$ cat src/core/eprg_map.vh
// Purpose: constants for the byte-programming sequencer of a one-time-programmable memory
// Assumes: core_clk at 250 MHz (4 ns period)
// Notes: times in ns, cycle counts derived from them
// How it works
// - program mode needs high supply raised, chip select and pulse low
// - byte presented as eight parallel bits on data pins during programming
// - pulses of 95 to 105 us, verify after each, repeat until match; code gives up after EPRG_MAX_TRIES pulses
// - no extra pulse after a good verify; go straight to next byte
// - parallel devices share inputs; each chip select driven separately
// - address, data and chip select stable 2 us before pulse falls
// - programming and core supplies raised 2 us before pulse falls
// - data held 2 us after pulse returns high
// - wait 2 us before output gate low; hold address until gate high
// - verify with chip select and gate low, pulse high, supply raised
`ifndef EPRG_MAP_VH
`define EPRG_MAP_VH

`define EPRG_CLK_PERIOD_NS 4
`define EPRG_SETUP_NS 2000
`define EPRG_PULSE_NOM_NS 100000
`define EPRG_HOLD_NS 2000
`define EPRG_GATE_ACCESS_NS 100
`define EPRG_GATE_FLOAT_NS 130
// least times round up
`define EPRG_SETUP_CYC ((`EPRG_SETUP_NS + `EPRG_CLK_PERIOD_NS - 1) / `EPRG_CLK_PERIOD_NS)
`define EPRG_HOLD_CYC ((`EPRG_HOLD_NS + `EPRG_CLK_PERIOD_NS - 1) / `EPRG_CLK_PERIOD_NS)
`define EPRG_ACCESS_CYC ((`EPRG_GATE_ACCESS_NS + `EPRG_CLK_PERIOD_NS - 1) / `EPRG_CLK_PERIOD_NS)
`define EPRG_FLOAT_CYC ((`EPRG_GATE_FLOAT_NS + `EPRG_CLK_PERIOD_NS - 1) / `EPRG_CLK_PERIOD_NS)
// nominal pulse sits inside the 95..105 us window
`define EPRG_PULSE_CYC (`EPRG_PULSE_NOM_NS / `EPRG_CLK_PERIOD_NS)
`define EPRG_ERASED_BYTE 8'hff
`define EPRG_MAX_TRIES 25

`endif

$ cat src/core/eprg_fifo.v
// Purpose: small synchronous fifo for address/data requests
// Assumes: single clock, synchronous active-low reset
// Notes: read data registered; honest full and empty
`timescale 1ns/1ps
module eprg_fifo #(
    parameter WIDTH = 25,
    parameter DEPTH = 4,
    parameter AW = 2
) (
    // clocking
    input wire core_clk,
    input wire rstn,
    input wire ce,
    // fill side
    input wire in_valid,
    output wire in_ready,
    input wire [WIDTH-1:0] in_data,
    // drain side
    output reg out_valid,
    input wire out_ready,
    output reg [WIDTH-1:0] out_data
);
    reg [WIDTH-1:0] mem [0:DEPTH-1];
    reg [AW-1:0] wr_ptr;
    reg [AW-1:0] rd_ptr;
    reg [AW:0] count;
    wire push;
    wire pop;

    // output register is a slot beyond DEPTH, so pop refills it
    // no ready while frozen, else a push at that edge would be lost
    assign in_ready = ce && (count < DEPTH);
    assign push = in_valid && in_ready;
    assign pop = (!out_valid || out_ready) && (count != 0);

    always @(posedge core_clk) begin
        if (!rstn) begin
            wr_ptr <= {AW{1'b0}};
            rd_ptr <= {AW{1'b0}};
            count <= {(AW+1){1'b0}};
            out_valid <= 1'b0;
            out_data <= {WIDTH{1'b0}};
        end else if (ce) begin
            if (push) begin
                mem[wr_ptr] <= in_data;
                wr_ptr <= (wr_ptr == DEPTH - 1) ? {AW{1'b0}} : wr_ptr + 1'b1;
            end
            if (pop) begin
                out_data <= mem[rd_ptr];
                rd_ptr <= (rd_ptr == DEPTH - 1) ? {AW{1'b0}} : rd_ptr + 1'b1;
                out_valid <= 1'b1;
            end else if (out_ready) begin
                out_valid <= 1'b0;
            end
            if (push && !pop)
                count <= count + 1'b1;
            else if (pop && !push)
                count <= count - 1'b1;
        end
    end
endmodule

$ cat src/core/eprg_prog.v
// Purpose: host-side sequencer that programs bytes into an otp memory through its pins
// Assumes: pins sampled synchronously to core_clk; supplies switched by external regulators
// Notes: one byte per request; pulse, verify, retry until match or try limit
`timescale 1ns/1ps
`include "eprg_map.vh"
module eprg_prog #(
    parameter ADDR_W = 17,
    parameter NDEV = 1,
    parameter MAX_TRIES = `EPRG_MAX_TRIES,
    parameter PULSE_CYC = `EPRG_PULSE_CYC,
    parameter FIFO_DEPTH = 4
) (
    // clocking
    input wire core_clk,
    input wire rstn,
    input wire ce,
    // request stream
    input wire req_valid,
    output wire req_ready,
    input wire [ADDR_W-1:0] req_addr,
    input wire [7:0] req_data,
    input wire [NDEV-1:0] req_sel,
    // result
    output reg done,
    output reg fail,
    output reg [7:0] tries,
    output reg busy,
    // memory pins
    output reg [ADDR_W-1:0] mem_addr,
    output reg [7:0] mem_data_out,
    output reg mem_data_oe,
    input wire [7:0] mem_data_in,
    output reg [NDEV-1:0] chip_select_n,
    output reg output_gate_n,
    output reg write_pulse_n,
    output reg vpp_high,
    output reg vcc_prog
);
    localparam RW = ADDR_W + 8 + NDEV;
    localparam [6:0] S_IDLE = 7'h01;
    localparam [6:0] S_SETUP = 7'h02;
    localparam [6:0] S_PULSE = 7'h04;
    localparam [6:0] S_HOLD = 7'h08;
    localparam [6:0] S_GATE = 7'h10;
    localparam [6:0] S_FLOAT = 7'h20;
    localparam [6:0] S_GAP = 7'h40;
    // integer constants cut to the counter widths on purpose
    localparam [31:0] SETUP_W = `EPRG_SETUP_CYC;
    localparam [31:0] HOLD_W = `EPRG_HOLD_CYC;
    localparam [31:0] ACC_W = `EPRG_ACCESS_CYC;
    localparam [31:0] FLT_W = `EPRG_FLOAT_CYC;
    localparam [31:0] PLS_W = PULSE_CYC;
    localparam [31:0] TRY_W = MAX_TRIES;
    localparam [16:0] SETUP_C = SETUP_W[16:0];
    localparam [16:0] HOLD_C = HOLD_W[16:0];
    localparam [16:0] ACC_C = ACC_W[16:0];
    localparam [16:0] FLT_C = FLT_W[16:0];
    localparam [16:0] PLS_C = PLS_W[16:0];
    localparam [7:0] TRY_LIM = TRY_W[7:0];

    reg [6:0] state;
    reg [16:0] cnt;
    reg [7:0] want;
    reg match;
    wire q_valid;
    wire q_take;
    wire [RW-1:0] q_data;

    eprg_fifo #(
        .WIDTH(RW),
        .DEPTH(FIFO_DEPTH),
        .AW(2)
    ) u_fifo (
        .core_clk(core_clk),
        .rstn(rstn),
        .ce(ce),
        .in_valid(req_valid),
        .in_ready(req_ready),
        .in_data({req_sel, req_data, req_addr}),
        .out_valid(q_valid),
        .out_ready(q_take),
        .out_data(q_data)
    );

    // back-pressure: sequencer takes a request only when idle
    assign q_take = (state == S_IDLE);

    // erased bits are one; a zero in the read byte where one is wanted can never recover
    function verify_ok;
        input [7:0] got;
        input [7:0] exp;
        begin
            verify_ok = (got == exp);
        end
    endfunction

    // a timed phase ends once its counter reaches the limit
    function reached;
        input [16:0] count;
        input [16:0] lim;
        begin
            reached = (count >= lim);
        end
    endfunction

    ////////////////////////////////////////////////////////////////////////////
    // ce low holds every register, so pins keep their level while frozen
    always @(posedge core_clk) begin
        if (!rstn) begin
            state <= S_IDLE;
            cnt <= 17'h00000;
            want <= 8'hff;
            match <= 1'b0;
            done <= 1'b0;
            fail <= 1'b0;
            tries <= 8'h00;
            busy <= 1'b0;
            mem_addr <= {ADDR_W{1'b0}};
            mem_data_out <= 8'hff;
            mem_data_oe <= 1'b0;
            chip_select_n <= {NDEV{1'b1}};
            output_gate_n <= 1'b1;
            write_pulse_n <= 1'b1;
            vpp_high <= 1'b0;
            vcc_prog <= 1'b0;
        end else if (ce) begin
            done <= 1'b0;
            fail <= 1'b0;
            case (state)
                S_IDLE: begin
                    chip_select_n <= {NDEV{1'b1}};
                    output_gate_n <= 1'b1;
                    mem_data_oe <= 1'b0;
                    vpp_high <= 1'b0;
                    vcc_prog <= 1'b0;
                    busy <= 1'b0;
                    if (q_valid) begin
                        mem_addr <= q_data[ADDR_W-1:0];
                        mem_data_out <= q_data[ADDR_W+7:ADDR_W];
                        want <= q_data[ADDR_W+7:ADDR_W];
                        chip_select_n <= ~q_data[RW-1:ADDR_W+8];
                        mem_data_oe <= 1'b1;
                        vpp_high <= 1'b1;
                        vcc_prog <= 1'b1;
                        tries <= 8'h00;
                        busy <= 1'b1;
                        cnt <= 17'h00000;
                        state <= S_SETUP;
                    end
                end
                S_SETUP: begin
                    // address, data, select and supplies settle before the pulse
                    if (reached(cnt, SETUP_C - 17'h00001)) begin
                        cnt <= 17'h00000;
                        write_pulse_n <= 1'b0;
                        tries <= tries + 8'h01;
                        state <= S_PULSE;
                    end else begin
                        cnt <= cnt + 17'h00001;
                    end
                end
                S_PULSE: begin
                    if (reached(cnt, PLS_C - 17'h00001)) begin
                        cnt <= 17'h00000;
                        write_pulse_n <= 1'b1;
                        state <= S_HOLD;
                    end else begin
                        cnt <= cnt + 17'h00001;
                    end
                end
                S_HOLD: begin
                    // data kept after the pulse; then the bus is released for the read
                    if (reached(cnt, HOLD_C - 17'h00001)) begin
                        cnt <= 17'h00000;
                        mem_data_oe <= 1'b0;
                        output_gate_n <= 1'b0;
                        state <= S_GATE;
                    end else begin
                        cnt <= cnt + 17'h00001;
                    end
                end
                S_GATE: begin
                    // margin check is inside the device; the host only compares
                    if (reached(cnt, ACC_C)) begin
                        cnt <= 17'h00000;
                        match <= verify_ok(mem_data_in, want);
                        output_gate_n <= 1'b1;
                        state <= S_FLOAT;
                    end else begin
                        cnt <= cnt + 17'h00001;
                    end
                end
                S_FLOAT: begin
                    // address held until the gate is high and outputs have floated
                    if (reached(cnt, FLT_C)) begin
                        cnt <= 17'h00000;
                        if (match) begin
                            done <= 1'b1;
                            state <= S_GAP;
                        end else if (tries >= TRY_LIM) begin
                            fail <= 1'b1;
                            state <= S_GAP;
                        end else begin
                            mem_data_oe <= 1'b1;
                            state <= S_SETUP;
                        end
                    end else begin
                        cnt <= cnt + 17'h00001;
                    end
                end
                S_GAP: begin
                    chip_select_n <= {NDEV{1'b1}};
                    vpp_high <= 1'b0;
                    vcc_prog <= 1'b0;
                    state <= S_IDLE;
                end
                default: begin
                    state <= S_IDLE;
                end
            endcase
        end
    end
endmodule

$ cat config.mk
export PLATFORM = sky130hd
export DESIGN_NAME = eprg_prog
export DESIGN_NICKNAME = d
export VERILOG_FILES = /design/src/core/eprg_fifo.v /design/src/core/eprg_prog.v
export VERILOG_INCLUDE_DIRS = /design/src /design/src/core
export SDC_FILE = /design/constraint.sdc
export NUM_CORES = 1
export LEC_CHECK = 0
export BUFFER_PORTS_ARGS = -buffer_cell sky130_fd_sc_hd__buf_4
export CAP_MARGIN = 20
export CORE_MARGIN = 5
export CORE_UTILIZATION = 50
export DETAILED_ROUTE_END_ITERATION = 10
export PLACE_DENSITY_LB_ADDON = 0.15
export SLEW_MARGIN = 20
export SYNTH_ARGS = -nofsm -noshare
export SYNTH_HDL_FRONTEND = slang
export SYNTH_HIERARCHICAL = 1
export SYNTH_SLANG_ARGS = --single-unit
$ cat constraint.sdc
create_clock -name core_clk -period 2.7 [get_ports core_clk]
set_input_delay 0.27 -clock core_clk [delete_from_list [all_inputs] [get_ports core_clk]]
set_output_delay 0.27 -clock core_clk [all_outputs]
set_load 0.02 [all_outputs]
; After elaboration in Yosys (flattened, before gate mapping)
; Memories as Yosys holds them, arrays and structs flattened. A register that Yosys moved wholly into a read port is not among the register bits.
; Cells that the tools add are included.
[totals]
register_bits = 74
ram_bits = 104
input_bits = 38
out_inout_bits = 43
wordCells = 132
memories = 1
[classes]
addsub = 6
n_lt_le_gt_ge = 6
n_eq_ne = 18
muxes = 48
n_bitwise = 1
n_reduce_logical = 34
[mem_list]
columns = memory, words, word_bits, read_ports, rd_clocked_by_memory_dff, wr, line_no
row1 = u_fifo.mem, 4, 26, 1, 1, 1, eprg_fifo.v:23  ; reg [WIDTH-1:0] mem [0:DEPTH-1];
[ops]
columns = op, n
row1 = 17-bit two-way mux, 5
row2 = 17-bit one-hot mux with 5 select lines, 1
row3 = 7-bit two-way mux, 8
row4 = 7-bit one-hot mux with 6 select lines, 1
row5 = 1-bit two-way mux, 21
row6 = "17-bit by 1-bit adder with 17-bit output, second input constant", 1
row7 = "17-bit by 15-bit >= comparator with 1-bit output, second input constant", 1
row8 = "17-bit by 5-bit >= comparator with 1-bit output, second input constant", 1
row9 = "17-bit by 6-bit >= comparator with 1-bit output, second input constant", 1
row10 = "17-bit by 9-bit >= comparator with 1-bit output, second input constant", 1
row11 = 8-bit two-way mux, 2
row12 = 8-bit one-hot mux with 2 select lines, 1
row13 = "2-bit inequality test, second input constant", 7
row14 = 2-bit AND reduction, 6
row15 = 4-bit AND reduction, 3
row16 = 2-bit nonzero test, 5
row17 = 3-bit AND reduction, 3
row18 = 3-bit nonzero test, 3
row19 = "8-bit by 1-bit adder with 8-bit output, second input constant", 1
row20 = 8-bit equality test, 1
row21 = "8-bit by 5-bit >= comparator with 1-bit output, second input constant", 1
row22 = "7-bit by 1-bit equality test with 1-bit output, second input constant", 1
row23 = "7-bit by 2-bit equality test with 1-bit output, second input constant", 1
row24 = "7-bit by 3-bit equality test with 1-bit output, second input constant", 1
row25 = 22 further kinds, 36

; Longest topological paths before layout
[logic_depth]
ltp_word = 7
mapped_depth = 11
mapped_depth_nobuf = 10

; Modules after synthesis
; The synthesis kept the hierarchy.
[by_module_without_submodules]
columns = module, n_inst, cells_per_inst, area_per_inst_um2
row1 = eprg_fifo, 1, 278, 5158.7
row2 = eprg_prog, 1, 385, 3160.5

; Worst setup path after synthesis
; OpenSTA, ideal clock, no wires.
[synth_path]
kind = flip-flop to flip-flop
start = reg state[6]
end = reg u_fifo.count[2]
setup_ps = 70
arrival_ps = 2407
required_time_ps = 2630
slack_ps = 224
path_stages_with_launch = 9
period_less_slack_ps = 2476
path_cell_list = dfxtp_1 or4_4 nor3_2 nand2b_1 nand2_1 ha_1 nand2b_1 or3_1 a21oi_1
[synth_via]
elab_chain_len = 7
elab_cells_between_ends = 9
[synth_lines]
columns = item, line_no
row1 = "start, declared", eprg_prog.v:61  ; reg [6:0] state;
row2 = "start signal, assigned", eprg_prog.v:110  ; state <= S_IDLE;
row3 = "start signal, assigned", eprg_prog.v:148  ; state <= S_SETUP;
row4 = "start signal, assigned", eprg_prog.v:157  ; state <= S_PULSE;
row5 = 7-bit by 1-bit equality test with 1-bit output (*), eprg_prog.v:86  ; assign q_take = (state == S_IDLE);
row6 = net q_take, eprg_prog.v:66  ; wire q_take;
row7 = 1-bit logical OR (*), eprg_fifo.v:34  ; assign pop = (!out_valid || out_ready) && (count != 0);
row8 = 1-bit logical AND (*), eprg_fifo.v:34
row9 = 1-bit logical NOT, eprg_fifo.v:55  ; if (push && !pop)
row10 = 1-bit logical AND, eprg_fifo.v:55
row11 = 2-bit nonzero test (no source line), --
row12 = 2-bit AND reduction (no source line), --
row13 = "end signal, assigned", eprg_fifo.v:40  ; count <= {(AW+1){1'b0}};
row14 = "end signal, assigned", eprg_fifo.v:56  ; count <= count + 1'b1;
row15 = "end signal, assigned", eprg_fifo.v:58  ; count <= count - 1'b1;
row16 = "end, declared", eprg_fifo.v:26  ; reg [AW:0] count;
; Mark *: on every way through the listed nets, which the timed path passes. The rest lies on a longest branch.
; A chain may end at the register's enable or synchronous reset.

; Final worst setup path
[layout_path]
start = reg state[1]
end = reg cnt[15]
[layout_via]
elab_chain_len = 4
elab_cells_between_ends = 11
[layout_lines]
columns = item, line_no
row1 = 7-bit by 4-bit equality test with 1-bit output or 7-bit by 2-bit equality test with 1-bit output (tied branches), eprg_prog.v:129  ; case (state)
row2 = 2-bit OR reduction (no source line), --
row3 = 5-bit nonzero test (no source line), --
row4 = 3-bit AND reduction (no source line), --
row5 = "end signal, assigned", eprg_prog.v:159  ; cnt <= cnt + 17'h00001;
row6 = "end signal, assigned", eprg_prog.v:168  ; cnt <= cnt + 17'h00001;
row7 = "end signal, assigned", eprg_prog.v:179  ; cnt <= cnt + 17'h00001;
row8 = "end, declared", eprg_prog.v:62  ; reg [16:0] cnt;
; Parallel ways exist; a longest one is shown, timed or not.

==> flow_summary.ini <==
[power]
p_sw_mw = 2.51
vdd_drop_max_mv = 0.554
power_density_nw_per_um2 = 833
switching_share = 0.297
pwr-share-clk = 0.324
comb_power_share = 0.227
cell_internal_pwr_mw = 5.95
totalPowerFinal_mw = 8.46
p_leak_nw = 3.58
sequentialPowerShare = 0.449

[worst_setup_path]
endpoint_kind = flip-flop
crit_type = flip-flop to flip-flop
crit_path_start_kind = flip-flop
critPathRequiredTime_ns = 3.09
crit_fanout = 11
arrival_ns = 2.96
r2r_slack_ns = 0.13

[clocking]
cts_buffer_depth = 3
cts_made_buffers = 22
cts_resized = 0
worstSkewPairLatency_ns = 0.51
path_clk_slew_ns = 0.06
htree_levels = 1
cts_tree = done
clkSinkCount = 204
hold_buffers = 26
post-cts-setup-buffer-count = 0
cts_root_buffer = clkbuf_16

[grt]
grt_util_all_layers = 0.191
antenna_found_initial = 0
grt_overflow = 0
grt_pass1_wl_mm = 30.1
grt_max_degree = 29
grt_pass1_vias = 5807

[timing]
hold_viol = 0
fin_ws_ns = 0.130
slew_headroom = 0.278
slew_violations = 0
layout_min_cycle_time_ns = 2.57
fin_setup_tns_ns = 0
worstMarginPinSlew_ns = 1.08
setup_viol = 0
rsz0062_at_grt = no
fin_crit_sh = 0.952
holdWs_ns = 0.0848
finClkSkew_ns = 0.0182
fmax_mhz = 389

[drt]
routedWlPerCell_um = 18.0
routed-via-count = 5577
final_antenna_net_count = 0
drt_wl_total_mm = 18.3
via_per_inst = 5.48
drcViolationCount = 0
drt_pass1_iterations = 6
drt_iter0_drc = 312

[logic_synthesis]
ys.flop_type = edfxtp_1
syn_area_um2 = 8320
synth_fa_ha_area_frac = 0.0190
synth_top_family_by_area = simple AND/OR/NAND/NOR gates
synth-edff-count = 104
synth_area_leader_cell = edfxtp_1
synth_mux_area_frac = 0.0752
syn_area_per_cell_um2 = 12.5
ys_top_cells_by_area = edfxtp_1, dfxtp_1, mux4_2, nand2_1, o2bb2ai_1
yosysUniqueCellTypes = 65
syn-num-nets = 713
synth_top_area_frac = 0.375
synthSimpleGateAreaFrac = 0.147
synth_xor_area_frac = 0.0379
synth_cells = 663
yosysMostFrequentCell = edfxtp_1
ys_seq_area_frac = 0.616
yosysWarnings = 6
synth_compound_area_frac = 0.0803
async_reset_ff_frac = 0
ys_ff_latch = 204
ys_top_cells_by_count = edfxtp_1, dfxtp_1, nand2_1

[final_layout]
areaGrowthSynthToFinish_pct = 22.0
drive_gt1_frac = 0.220
fillers = 1295
final_area_um2 = 10200
fin_nets = 833
multi_input_area_um2 = 3000
utilization = 0.617
layoutNonFillerInstCount = 1017
antenna_cells = 0
regArea_um2 = 5130

[placement]
placed_cells = 953
dp_worst_setup_slack_ns = 0.198
post-dp-hpwl_mm = 12.1
place.gp.congestion = 0.877
placedInstanceArea_um2 = 9220
place.port_buffers = 80

[outcome]
status = finished clean

[floorplanning]
die_w_um = 139
num_rows = 47
fp.dieH_um = 139
design.die.area_um2 = 19300
core_area_um2 = 16500
io_pins = 81
initial_utilization = 0.505

[flow_run]
max_cap_violations = 0

[hold_path]
worstHoldPathType = primary input to flip-flop
-- cell type report --
cell class                      instances  area share
Clock inverter                          4     0.00419
Clock buffer                           34      0.0616
Timing Repair Buffer                  128       0.102
Sequential cell                       204       0.505
Multi-Input combinational cell        414       0.295
Tap cell                              220      0.0271
Inverter                               13     0.00481
-- logic make-up (layout without fill, tap and decap cells) --
group | after synthesis | after routing
mux | 30 | 30
compound gates | 96 | 96
xor+xnor | 36 | 36
fa+ha+maj | 12 | 12
buf+inv | 45 | 179
simple gates | 240 | 240
flops | 204 | 204
-- power by group through the flow --
stage / Sequential (mW) / Clock (mW) / Combinational [mW]
3_3_place_gp: 3.85 / 0 / 1.87
6_report: 3.80 / 2.74 / 1.92
2_1_floorplan: 3.84 / 0 / 1.24
5_1_grt: 3.84 / 2.95 / 2.10
4_1_cts: 3.80 / 2.80 / 1.94
3_5_place_dp: 3.87 / 0 / 1.90
-- cells in the final DEF (no fill, tap or decap), types with 3 or more instances in the layout --
cell type | Yosys | layout
nand2_1 | 98 | 98
o21ai_0 | 7 | 7
o2bb2ai_1 | 26 | 26
mux4_2 | 26 | 26
xor2_1 | 20 | 20
buf_4 | 2 | 101
a21oi_1 | 37 | 37
and3_1 | 9 | 9
nand3_1 | 23 | 23
or3_1 | 4 | 4
ha_1 | 11 | 11
nor4_1 | 11 | 11
nand2b_1 | 6 | 6
a211oi_1 | 3 | 3
inv_1 | 11 | 11
nor3_1 | 7 | 7
clkbuf_8 | 0 | 3
mux2i_1 | 4 | 4
edfxtp_1 | 104 | 104
dlygate4sd3_1 | 0 | 26
clkbuf_16 | 0 | 22
clkbuf_1 | 20 | 9
dfxtp_1 | 100 | 99
nand4_1 | 12 | 12
xnor2_1 | 16 | 16
nor2_1 | 45 | 44
-- registers in the layout (all words and copies together) (netlist names) --
register and cells:
u_fifo/mem 104, u_fifo/out_data 26, cnt 17, mem_addr 17
tries 8, want 8, state 7, u_fifo/count 3
u_fifo/rd_ptr 2, u_fifo/wr_ptr 2, busy 1, chip_select_n 1
done 1, fail 1, match 1, mem_data_oe 1
output_gate_n 1, u_fifo/out_valid 1, vcc_prog 1, write_pulse_n 1
-- path summary, 6_finish.rpt --
path / cells past startpoint / to / start
worst max-delay path: 6 / cnt[15] / state[1]
worst max register to register: 6 / cnt[15] / state[1]
worst min register to register: 2 / mem_addr[10] / mem_addr[10]
worst min-delay path: 2 / want[3] / rstn
-- worst max-delay path: stages, from the launching register on --
cell	delay, ns
dfxtp_1	0.37
nor4_1	0.48
o211ai_1	0.23
a31oi_1	0.91
nand4_1	0.23
xor2_1	0.19
nor2_1	0.05
-- metal layers --
| metal | up-vias | share of wire | global-route usage | wire, um |
|---|---|---|---|---|
| li1 | 2683 | - | - | - |
| met2 | 141 | 0.51 | 0.331 | 9310 |
| met1 | 2716 | 0.42 | 0.247 | 7760 |
| met5 | - | 0 | 0 | 0 |
| met4 | 0 | 0.023 | 0.0525 | 423 |
| met3 | 37 | 0.045 | 0.0341 | 833 |
No activity file was read; power rests on OpenSTA's default activity.
